===== src/udr_pkg.sv =====
// Package for the USB device port state and interrupt register block.
// Assumes a 32-bit APB slave on one clock; SIE events arrive as pulses.
//----------------------------------------------------------------------
//----------------------------------------------------------------------
package udr_pkg;
	localparam logic [11:0] OFS_FRAME    = 12'h000;
	localparam logic [11:0] OFS_STATE    = 12'h004;
	localparam logic [11:0] OFS_FADDR    = 12'h008;
	localparam logic [11:0] OFS_IRQ_EN   = 12'h010;
	localparam logic [11:0] OFS_IRQ_DIS  = 12'h014;
	localparam logic [11:0] OFS_IRQ_MASK = 12'h018;
	localparam logic [11:0] OFS_IRQ_PEND = 12'h01C;
	localparam logic [11:0] OFS_IRQ_CLR  = 12'h020;
	localparam logic [11:0] OFS_EP_RST   = 12'h028;
	localparam logic [11:0] OFS_EP_CSR   = 12'h030;
	localparam logic [11:0] OFS_EP_FIFO  = 12'h050;
	localparam logic [11:0] OFS_TXVC     = 12'h074;
	localparam int          EP_STRIDE    = 4;
	localparam int          NUM_EP       = 8;
	// Field positions
	localparam int FLD_SOF_ERR   = 16;
	localparam int FLD_SOF_OK    = 17;
	localparam int FLD_ADDR_ST   = 0;
	localparam int FLD_CONFIG    = 1;
	localparam int FLD_RESUME    = 2;
	localparam int FLD_RWAKE_EN  = 4;
	localparam int FLD_FUNC_EN   = 8;
	localparam int FLD_SUSPEND   = 8;
	localparam int FLD_RESUME_IR = 9;
	localparam int FLD_EXT_RSM   = 10;
	localparam int FLD_SOF_IRQ   = 11;
	localparam int FLD_BUS_RST   = 12;
	localparam int FLD_WAKEUP    = 13;
	localparam int FLD_TXV_DIS   = 8;
	// Reset values and writable masks
	localparam logic [31:0] RST_MASK  = 32'h0000_1200;
	localparam logic [31:0] RST_FADDR = 32'h0000_0100;
	localparam logic [31:0] RST_TXVC  = 32'h0000_0100;
	localparam logic [13:0] MASK_BITS = 14'h2FFF;
	localparam logic [13:0] CLR_BITS  = 14'h3F00;
endpackage : udr_pkg


===== src/udr_regs.sv =====
// Register block of the USB device port: frame, state, address, irq mask.
// Assumes an APB master on CLK and single-cycle SIE event pulses on CLK.
//
// Chosen here: register access over APB.
`timescale 1ns/1ps
`default_nettype none
module udr_regs
	import udr_pkg::*;
(
	// Clock and reset
	input  wire logic        CLK,
	input  wire logic        RESET_N,
	// APB slave
	input  wire logic        PSEL,
	input  wire logic        PENABLE,
	input  wire logic        PWRITE,
	input  wire logic [11:0] PADDR,
	input  wire logic [31:0] PWDATA,
	output logic      [31:0] PRDATA,
	output logic             PREADY,
	output logic             PSLVERR,
	// Events from the serial engine
	input  wire logic        FRAME_TOKEN_PID,
	input  wire logic        FRAME_TOKEN_PACKET_END,
	input  wire logic        SOF_CRC_ERR,
	input  wire logic [10:0] SOF_FRAME,
	input  wire logic        BUS_RESET_DONE,
	input  wire logic        SUSPEND_SEEN,
	input  wire logic        RESUME_SEEN,
	input  wire logic        WAKEUP_SEEN,
	input  wire logic        EXT_RESUME_DONE,
	input  wire logic [7:0]  EP_IRQ_IN,
	// Control to the serial engine
	output logic             REMOTE_WAKE_START,
	output logic [6:0]       FUNC_ADDR,
	output logic             FUNC_ENABLE,
	output logic             ADDRESS_STATE,
	output logic             CONFIGURED,
	output logic [7:0]       EP_RESET,
	output logic             TXV_DISABLE,
	output logic             IRQ
);

	//------------------------------------------------------------------
	// Bus decode
	//------------------------------------------------------------------
	// Ready flop, declared here since the write strobe depends on it
	logic      rdy_q;
	wire       acc      = PSEL & PENABLE;
	// Writes land only at the edge where the master sees ready
	wire       wr       = acc & PWRITE & rdy_q;
	wire       hit_ep   = (PADDR >= OFS_EP_CSR) && (PADDR < OFS_TXVC - 12'h004);
	wire       wr_state = wr && (PADDR == OFS_STATE);
	wire       wr_faddr = wr && (PADDR == OFS_FADDR);
	wire       wr_en    = wr && (PADDR == OFS_IRQ_EN);
	wire       wr_dis   = wr && (PADDR == OFS_IRQ_DIS);
	wire       wr_clr   = wr && (PADDR == OFS_IRQ_CLR);
	wire       wr_eprst = wr && (PADDR == OFS_EP_RST);
	wire       wr_txvc  = wr && (PADDR == OFS_TXVC);
	// Endpoint index from the stride, both banks share it
	wire       in_csr   = (PADDR >= OFS_EP_CSR) && (PADDR < OFS_EP_FIFO);
	wire [11:0] ep_off  = in_csr ? (PADDR - OFS_EP_CSR)
	                              : (PADDR - OFS_EP_FIFO);
	wire [2:0] ep_idx   = ep_off[4:2];
	wire       wr_csr   = wr && in_csr && (PADDR[1:0] == 2'b00);
	wire       wr_fifo  = wr && !in_csr && hit_ep && (PADDR[1:0] == 2'b00);
	wire       mapped   = (PADDR == OFS_FRAME) || (PADDR == OFS_STATE) ||
	                      (PADDR == OFS_FADDR) || (PADDR == OFS_IRQ_EN) ||
	                      (PADDR == OFS_IRQ_DIS) || (PADDR == OFS_IRQ_MASK) ||
	                      (PADDR == OFS_IRQ_PEND) || (PADDR == OFS_IRQ_CLR) ||
	                      (PADDR == OFS_EP_RST) || (PADDR == OFS_TXVC) ||
	                      (hit_ep && PADDR[1:0] == 2'b00);

	//------------------------------------------------------------------
	// State
	//------------------------------------------------------------------
	logic [10:0] frame_q;
	logic        sof_err_q, sof_ok_q;
	logic        addr_st_q, config_q, resume_q, rwake_q;
	logic [6:0]  faddr_q;
	logic        func_en_q;
	logic [13:0] mask_q;
	logic [13:0] pend_q;
	logic [7:0]  eprst_q;
	logic        txvd_q;
	logic [31:0] csr_q [NUM_EP];
	logic [31:0] fifo_q [NUM_EP];

	//------------------------------------------------------------------
	// Frame capture
	//------------------------------------------------------------------
	// The pid clears both flags; packet end sets one of them
	always_ff @(posedge CLK or negedge RESET_N)
	begin
		if (!RESET_N)
		begin
			frame_q   <= 11'h000;
			sof_err_q <= 1'b0;
			sof_ok_q  <= 1'b0;
		end
		else if (FRAME_TOKEN_PACKET_END)
		begin
			frame_q   <= SOF_FRAME;
			sof_err_q <= SOF_CRC_ERR;
			sof_ok_q  <= ~SOF_CRC_ERR;
		end
		else if (FRAME_TOKEN_PID)
		begin
			sof_err_q <= 1'b0;
			sof_ok_q  <= 1'b0;
		end
	end

	//------------------------------------------------------------------
	// Device state and address
	//------------------------------------------------------------------
	wire resume_rise = wr_state & PWDATA[FLD_RESUME] & ~resume_q
	                   & rwake_q;
	always_ff @(posedge CLK or negedge RESET_N)
	begin
		if (!RESET_N)
		begin
			addr_st_q <= 1'b0;
			config_q  <= 1'b0;
			resume_q  <= 1'b0;
			rwake_q   <= 1'b0;
			faddr_q   <= 7'h00;
			func_en_q <= RST_FADDR[FLD_FUNC_EN];
			txvd_q    <= RST_TXVC[FLD_TXV_DIS];
			eprst_q   <= 8'h00;
		end
		else
		begin
			if (wr_state)
			begin
				addr_st_q <= addr_st_q | PWDATA[FLD_ADDR_ST];
				config_q  <= PWDATA[FLD_CONFIG];
				resume_q  <= PWDATA[FLD_RESUME];
				rwake_q   <= PWDATA[FLD_RWAKE_EN];
			end
			if (wr_faddr)
			begin
				faddr_q   <= PWDATA[6:0];
				func_en_q <= PWDATA[FLD_FUNC_EN];
			end
			if (wr_txvc)
				txvd_q <= PWDATA[FLD_TXV_DIS];
			if (wr_eprst)
				eprst_q <= PWDATA[7:0];
		end
	end

	//------------------------------------------------------------------
	// Interrupt mask and pending
	//------------------------------------------------------------------
	// Bus reset wins over software so the mask restarts clean
	wire [13:0] wmask = PWDATA[13:0] & MASK_BITS;
	wire [13:0] mask_d = BUS_RESET_DONE ? RST_MASK[13:0]
	                   : wr_en  ? (mask_q | wmask)
	                   : wr_dis ? (mask_q & ~wmask)
	                   : mask_q;
	wire [13:0] ev = {WAKEUP_SEEN, BUS_RESET_DONE, FRAME_TOKEN_PID,
	                  EXT_RESUME_DONE, RESUME_SEEN, SUSPEND_SEEN, 8'h00};
	wire [13:0] clr = wr_clr ? (PWDATA[13:0] & CLR_BITS) : 14'h0000;
	// Endpoint bits follow their status sources; events beat clears
	wire [13:0] pend_d = {(pend_q[13:8] & ~clr[13:8]) | ev[13:8], EP_IRQ_IN};
	wire [13:0] mask_eff = mask_q | 14'h1000;
	always_ff @(posedge CLK or negedge RESET_N)
	begin
		if (!RESET_N)
		begin
			mask_q <= RST_MASK[13:0];
			pend_q <= 14'h0000;
		end
		else
		begin
			mask_q <= mask_d;
			pend_q <= pend_d;
		end
	end

	//------------------------------------------------------------------
	// Endpoint status and fifo words
	//------------------------------------------------------------------
	// Only a status word and a fifo word per endpoint are kept here; the data path is elsewhere
	genvar g;
	generate
		for (g = 0; g < NUM_EP; g++)
		begin : g_ep
			wire sel = (ep_idx == 3'(g));
			always_ff @(posedge CLK or negedge RESET_N)
			begin
				if (!RESET_N)
				begin
					csr_q[g]  <= 32'h0000_0000;
					fifo_q[g] <= 32'h0000_0000;
				end
				else
				begin
					if (BUS_RESET_DONE)
						csr_q[g] <= 32'h0000_0000;
					else if (wr_csr && sel)
						csr_q[g] <= PWDATA;
					if (wr_fifo && sel)
						fifo_q[g] <= PWDATA;
				end
			end
		end
	endgenerate

	//------------------------------------------------------------------
	// Read mux
	//------------------------------------------------------------------
	logic [31:0] rd_mux;
	always_comb
	begin
		rd_mux = 32'h0000_0000;
		unique case (PADDR)
			OFS_FRAME:    rd_mux = {14'h0000, sof_ok_q, sof_err_q,
			                        5'h00, frame_q};
			OFS_STATE:    rd_mux = {27'h0000000, rwake_q, 1'b0, resume_q,
			                        config_q, addr_st_q};
			OFS_FADDR:    rd_mux = {23'h000000, func_en_q, 1'b0, faddr_q};
			OFS_IRQ_MASK: rd_mux = {18'h00000, mask_eff};
			OFS_IRQ_PEND: rd_mux = {18'h00000, pend_q};
			OFS_EP_RST:   rd_mux = {24'h000000, eprst_q};
			OFS_TXVC:     rd_mux = {23'h000000, txvd_q, 8'h00};
			default:      rd_mux = hit_ep ? (in_csr ? csr_q[ep_idx]
			                                        : fifo_q[ep_idx])
			                              : 32'h0000_0000;
		endcase
	end

	// Registered reply; access completes two cycles after penable rises
	always_ff @(posedge CLK or negedge RESET_N)
	begin
		if (!RESET_N)
		begin
			rdy_q   <= 1'b0;
			PRDATA  <= 32'h0000_0000;
			PSLVERR <= 1'b0;
		end
		else
		begin
			rdy_q   <= acc & ~rdy_q;
			PRDATA  <= rd_mux;
			PSLVERR <= acc & ~rdy_q & ~mapped;
		end
	end
	assign PREADY = rdy_q;

	//------------------------------------------------------------------
	// Outputs from flops
	//------------------------------------------------------------------
	always_ff @(posedge CLK or negedge RESET_N)
	begin
		if (!RESET_N)
		begin
			REMOTE_WAKE_START <= 1'b0;
			IRQ               <= 1'b0;
		end
		else
		begin
			REMOTE_WAKE_START <= resume_rise & rdy_q;
			IRQ               <= |(pend_d & (mask_d | 14'h1000));
		end
	end
	assign FUNC_ADDR     = faddr_q;
	assign FUNC_ENABLE   = func_en_q;
	assign ADDRESS_STATE = addr_st_q;
	assign CONFIGURED    = config_q;
	assign EP_RESET      = eprst_q;
	assign TXV_DISABLE   = txvd_q;

	//------------------------------------------------------------------
	// Checks
	//------------------------------------------------------------------
	chk_frame_capture: assert property (@(posedge CLK) disable iff (!RESET_N)
		FRAME_TOKEN_PACKET_END |=> frame_q == $past(SOF_FRAME))
		else $error("frame number not captured");
	chk_err_flag: assert property (@(posedge CLK) disable iff (!RESET_N)
		FRAME_TOKEN_PACKET_END && SOF_CRC_ERR |=> sof_err_q && !sof_ok_q)
		else $error("error flag not set");
	chk_ok_flag: assert property (@(posedge CLK) disable iff (!RESET_N)
		FRAME_TOKEN_PID && !FRAME_TOKEN_PACKET_END
		|=> !sof_ok_q && !sof_err_q)
		else $error("frame flags not cleared");
	chk_sof_irq: assert property (@(posedge CLK) disable iff (!RESET_N)
		FRAME_TOKEN_PID |=> pend_q[FLD_SOF_IRQ])
		else $error("frame start status missing");
	chk_addr_sticky: assert property (@(posedge CLK) disable iff (!RESET_N)
		addr_st_q |=> addr_st_q)
		else $error("address state dropped");
	chk_mask_set: assert property (@(posedge CLK) disable iff (!RESET_N)
		wr_en && !BUS_RESET_DONE |=> (mask_q & $past(wmask)) == $past(wmask))
		else $error("enable did not set mask");
	chk_mask_clear: assert property (@(posedge CLK) disable iff (!RESET_N)
		wr_dis && !wr_en && !BUS_RESET_DONE |=> (mask_q & $past(wmask)) == 0)
		else $error("disable did not clear mask");
	chk_busrst_mask: assert property (@(posedge CLK) disable iff (!RESET_N)
		BUS_RESET_DONE |=> mask_q == RST_MASK[13:0] && IRQ)
		else $error("bus reset did not restore mask");
	chk_irq_out: assert property (@(posedge CLK) disable iff (!RESET_N)
		IRQ == |(pend_q & mask_eff))
		else $error("interrupt output wrong");
	chk_wake_gate: assert property (@(posedge CLK) disable iff (!RESET_N)
		REMOTE_WAKE_START |-> $past(rwake_q, 1))
		else $error("wakeup without enable");
	cov_sof: cover property (@(posedge CLK)
		FRAME_TOKEN_PID ##[1:20] FRAME_TOKEN_PACKET_END);
	cov_wake: cover property (@(posedge CLK) REMOTE_WAKE_START);
	cov_irq: cover property (@(posedge CLK) $rose(IRQ));
endmodule : udr_regs
`default_nettype wire


===== config.mk =====
export PLATFORM = sky130hd
export DESIGN_NAME = udr_regs
export DESIGN_NICKNAME = d
export VERILOG_FILES = /design/src/udr_pkg.sv /design/src/udr_regs.sv
export SDC_FILE = /design/constraint.sdc
export NUM_CORES = 1
export LEC_CHECK = 0
export BUFFER_PORTS_ARGS = -buffer_cell sky130_fd_sc_hd__buf_4
export CELL_PAD_IN_SITES_DETAIL_PLACEMENT = 0
export CELL_PAD_IN_SITES_GLOBAL_PLACEMENT = 1
export CORE_MARGIN = 3
export CORE_UTILIZATION = 52
export DETAILED_ROUTE_END_ITERATION = 6
export GPL_ROUTABILITY_DRIVEN = 0
export GPL_TIMING_DRIVEN = 0
export PLACE_DENSITY_LB_ADDON = 0.1
export SLEW_MARGIN = 30
export SYNTH_ARGS = -nofsm -noshare
export SYNTH_HDL_FRONTEND = slang
export SYNTH_SLANG_ARGS = --single-unit

===== constraint.sdc =====
create_clock -name CLK -period 5.2 [get_ports CLK]
set_clock_uncertainty 0.15 [all_clocks]
set_input_delay 1.56 -clock CLK [delete_from_list [all_inputs] [get_ports CLK]]
set_output_delay 1.56 -clock CLK [all_outputs]
set_load 0.005 [all_outputs]

==> impl_metrics.yaml <==
run_status:
  result_of_the_run: "complete, no violations"
global_routing:
  aggregate_global_routing_overflow: 0
  vias_in_the_first_global_route: 20321
  grt_pass1_wl_um: 132600
  initial_antenna_violation_count: 1
  gr-usage-met3_pct: 6.404
  gr-usage-met2_pct: 50.31
  track_usage_pct: 31.90
  grt-busiest-layer: "met2"
  met1_grt_util_pct: 43.44
  grt_max_degree: 82
floorplanning:
  initial_cell_density_of_the_core_pct: 52.68
  fp.dieW_um: 237.2
  placeableCoreArea_sq_mm: 0.05276
  fp.dieArea_sq_mm: 0.05626
  num_rows: 84
  top_level_ports: 131
  height_of_the_die_um: 237.2
clock_tree:
  clkSinkCount: 609
  cts-resized-gates: 0
  cts_tree: "yes"
  cts_buffer_count: 68
  cts.clk_slew.worst_paths_ns: 0.06
  clock-root-buffer: "sky130_fd_sc_hd__clkbuf_16"
  cts_max_level: 3
  holdBufCountCts: 0
  insertion_delay_ns: 0.60
  post_cts_buffers: 0
  cts_max_path_buffers: 3
min_path:
  holdCritPathClass: "flop to flop"
  worstHoldEndpoint: "fifo_q[187]$_DFFE_PN0P_"
  holdPathStages: 1
  worst_hold_startpoint: "fifo_q[187]$_DFFE_PN0P_"
layout:
  layout_commonest_cell: "sky130_fd_sc_hd__dfrtp_1"
  layout-area-overhead-vs-synth_pct: 15.57
  fillerInstances: 4154
  layout_common_cells: "sky130_fd_sc_hd__dfrtp_1 (606), sky130_fd_sc_hd__nand2_1 (562), sky130_fd_sc_hd__a21oi_1 (256), sky130_fd_sc_hd__mux2_2 (242), sky130_fd_sc_hd__mux4_2 (160)"
  drive_above_1_share_pct: 31.46
  fin_nets: 2535
  finish.utilization_pct: 60.88
  antenna-diode-count: 0
setup_path:
  worstPathMaxFanout: 10
  cpLargestDelayFamily: "buffers and inverters"
  critical_path_buf_inv_count: 4
  setup.reg_to_reg.worst_slack_ns: 1.93
  timing.setup.critical_path_class: "input pin to flop"
  worst_r2r_startpoint: "PREADY$_DFF_PN0_"
  timing.critical_path.required_ns: 5.51
  critical-path-top-cell-by-count: "sky130_fd_sc_hd__buf_4"
  critPathLaunch: "PADDR[11]"
  rr_endpoint: "fifo_q[24]$_DFFE_PN0P_"
  cp_cell_sequence: "buf_4 > or4_1 > buf_6 > nor2_4 > o21a_1 > buf_4 > clkbuf_1 > mux4_2 > nand2_1 > nand3_1"
  worst_ep_arrival_time_ns: 4.29
  r2r.worst_path.cells: 6
  setup.worst_path.start_class: "input pin"
  slowest_delay_ns: 0.71
  timing.critical_path.to_type: "flop"
  cpMaxStageDelayCell: "sky130_fd_sc_hd__clkbuf_1"
sta:
  tns_ns: 0
  max-slew-margin-rel_pct: 31.38
  grt_setup_unrepaired: "false"
  report.final.hold_viol_count: 0
  least_setup_slack_across_all_paths_after_layout_ns: 1.223
  post-route-min-period_ns: 3.977
  timing_worst_slew_pin_value_ns: 1.029
  report.final.slew_viol_count: 0
  period_share_pct: 76.48
  fmaxAchievable_mhz: 251.4
  setup_failing_eps_final: 0
placed_design:
  sum_of_net_half_perimeters_after_detailed_placement_um: 58940
  io_buffer_count: 124
  pre_cts_slack_ns: 0.4173
synth:
  synth.largest_area_cell: "sky130_fd_sc_hd__dfrtp_1"
  syn_inst: 2256
  postSynthRegisterBits: 609
  async_flop_share_pct: 100.0
  syn_area_sq_mm: 0.02779
  cell_variety_after_synth: 56
  sequential_area_share_after_synthesis_pct: 54.84
  synth_enable_flop_cells: 0
  synth_nets: 2332
  synth_largest_type_area_fraction_pct: 54.56
  top_reg_cell_synth: "sky130_fd_sc_hd__dfrtp_1"
  synth.top_cells.by_area: "sky130_fd_sc_hd__dfrtp_1 (55%), sky130_fd_sc_hd__mux4_2 (13%), sky130_fd_sc_hd__mux2_2 (9.8%)"
  synthesis.area_per_instance_sq_um: 12.32
  synth-warning-count: 0
power:
  power.static_leakage_nw: 14.50
  cellPowerDensity_mw_per_mm2: 318.5
  peakVddDrop_v: 0.0002561
detailed_routing:
  drt_iter0_drc: 2052
  num_vias: 19723
  wl_um: 87610
  remaining_antenna_violation_count: 0
  drc: 0
  routedWlPerCell_um: 27.44
  routed_via_density: 6.177
  drt_first_pass_iters: 5
run:
  max_cap_violations: 0
-- worst max-delay path by stage --
stage                                  end  slack (ns)  cells after the start
CTS                    PRDATA[4]$_DFF_PN0_        1.04                      7
global route           PRDATA[6]$_DFF_PN0_        1.13                     10
global placement    fifo_q[54]$_DFFE_PN0P_       -4.12                      1
detailed placement     PRDATA[4]$_DFF_PN0_        0.42                      7
floorplan              PRDATA[3]$_DFF_PN0_        1.29                      7
finish                 PRDATA[6]$_DFF_PN0_        1.22                     10
-- sequential cells by signal, indices dropped and copies added (netlist names) --
signal,cells
ADDRESS_STATE,1
CONFIGURED,1
EP_RESET,8
FUNC_ADDR,7
FUNC_ENABLE,1
IRQ,1
PRDATA,32
PREADY,1
PSLVERR,1
REMOTE_WAKE_START,1
TXV_DISABLE,1
csr_q,256
fifo_q,256
frame_q,11
mask_q,13
pend_q,14
resume_q,1
rwake_q,1
sof_err_q,1
sof_ok_q,1
-- layer usage --
metal / routed length [um] / vias up
li1: - / 8352
met1: 35680 / 10347
met2: 41550 / 799
met3: 6219 / 223
met4: 4146 / 2
met5: 17 / -
-- stage by stage --
step	hold slack (ns)	instance area, sq um	power (W)	cells
global placement	0.3117	29590	0.005335	3068
detailed placement	0.3207	29830	0.005365	3076
floorplan	0.3024	27790	0.005045	2256
CTS	0.3346	32100	0.01031	3192
global route	0.3477	32120	0.01054	3193
finish	0.3310	32120	0.01023	3193
-- final cells by class --
cell class | count | area (sq um) | area share [%]
clock buffers | 91 | 1962 | 6.108
repair buffers | 133 | 1172 | 3.650
clock inverters | 25 | 309.0 | 0.9621
flip-flops and latches | 609 | 15240 | 47.45
multi-input cells | 1438 | 11500 | 35.79
well taps | 688 | 860.8 | 2.680
plain buffers | 207 | 1070 | 3.330
inverters | 2 | 7.507 | 0.02337
-- power by group --
group / internal, W / switching, W
sequential: 0.00475 / 0.0000100
combinational: 0.000142 / 0.000371
clock: 0.00299 / 0.00197
-- cells in the mapped netlist, types with 2 or more instances --
| cell | count |
|---|---|
| sky130_fd_sc_hd__inv_1 | 2 |
| sky130_fd_sc_hd__a21o_1 | 5 |
| sky130_fd_sc_hd__nand2b_1 | 4 |
| sky130_fd_sc_hd__a211oi_1 | 2 |
| sky130_fd_sc_hd__xnor2_1 | 2 |
| sky130_fd_sc_hd__nand3_1 | 12 |
| sky130_fd_sc_hd__nand4b_1 | 2 |
| sky130_fd_sc_hd__nor3_4 | 2 |
| sky130_fd_sc_hd__nand2_1 | 562 |
| sky130_fd_sc_hd__dfrtp_1 | 606 |
| sky130_fd_sc_hd__a221o_1 | 2 |
| sky130_fd_sc_hd__or2_2 | 3 |
| sky130_fd_sc_hd__nand4_1 | 7 |
| sky130_fd_sc_hd__nor2_1 | 30 |
| sky130_fd_sc_hd__a22o_1 | 2 |
| sky130_fd_sc_hd__and2_1 | 22 |
| sky130_fd_sc_hd__a222oi_1 | 15 |
| sky130_fd_sc_hd__mux2_2 | 242 |
| sky130_fd_sc_hd__dfstp_2 | 3 |
| sky130_fd_sc_hd__nor2b_1 | 3 |
| sky130_fd_sc_hd__buf_1 | 16 |
| sky130_fd_sc_hd__mux2_1 | 45 |
| sky130_fd_sc_hd__nor3_1 | 3 |
| sky130_fd_sc_hd__nor2_2 | 3 |
| sky130_fd_sc_hd__or4_1 | 2 |
| sky130_fd_sc_hd__buf_4 | 15 |
| sky130_fd_sc_hd__clkbuf_1 | 91 |
| sky130_fd_sc_hd__or4b_1 | 2 |
| sky130_fd_sc_hd__buf_2 | 68 |
| sky130_fd_sc_hd__a21oi_1 | 256 |
| sky130_fd_sc_hd__mux4_2 | 160 |
| sky130_fd_sc_hd__buf_6 | 17 |
| sky130_fd_sc_hd__a22oi_1 | 22 |
| sky130_fd_sc_hd__nor3_2 | 4 |
| sky130_fd_sc_hd__nor4_4 | 3 |
-- cell families after synthesis --
family | Yosys count | share of synthesized area [%]
compound gates | 313 | 6.338
xor+xnor | 2 | 0.06303
buf+inv | 209 | 3.790
flops | 609 | 54.84
mux | 448 | 24.63
simple gates | 675 | 10.34
Note: power is estimated with default switching activity, not from simulation.
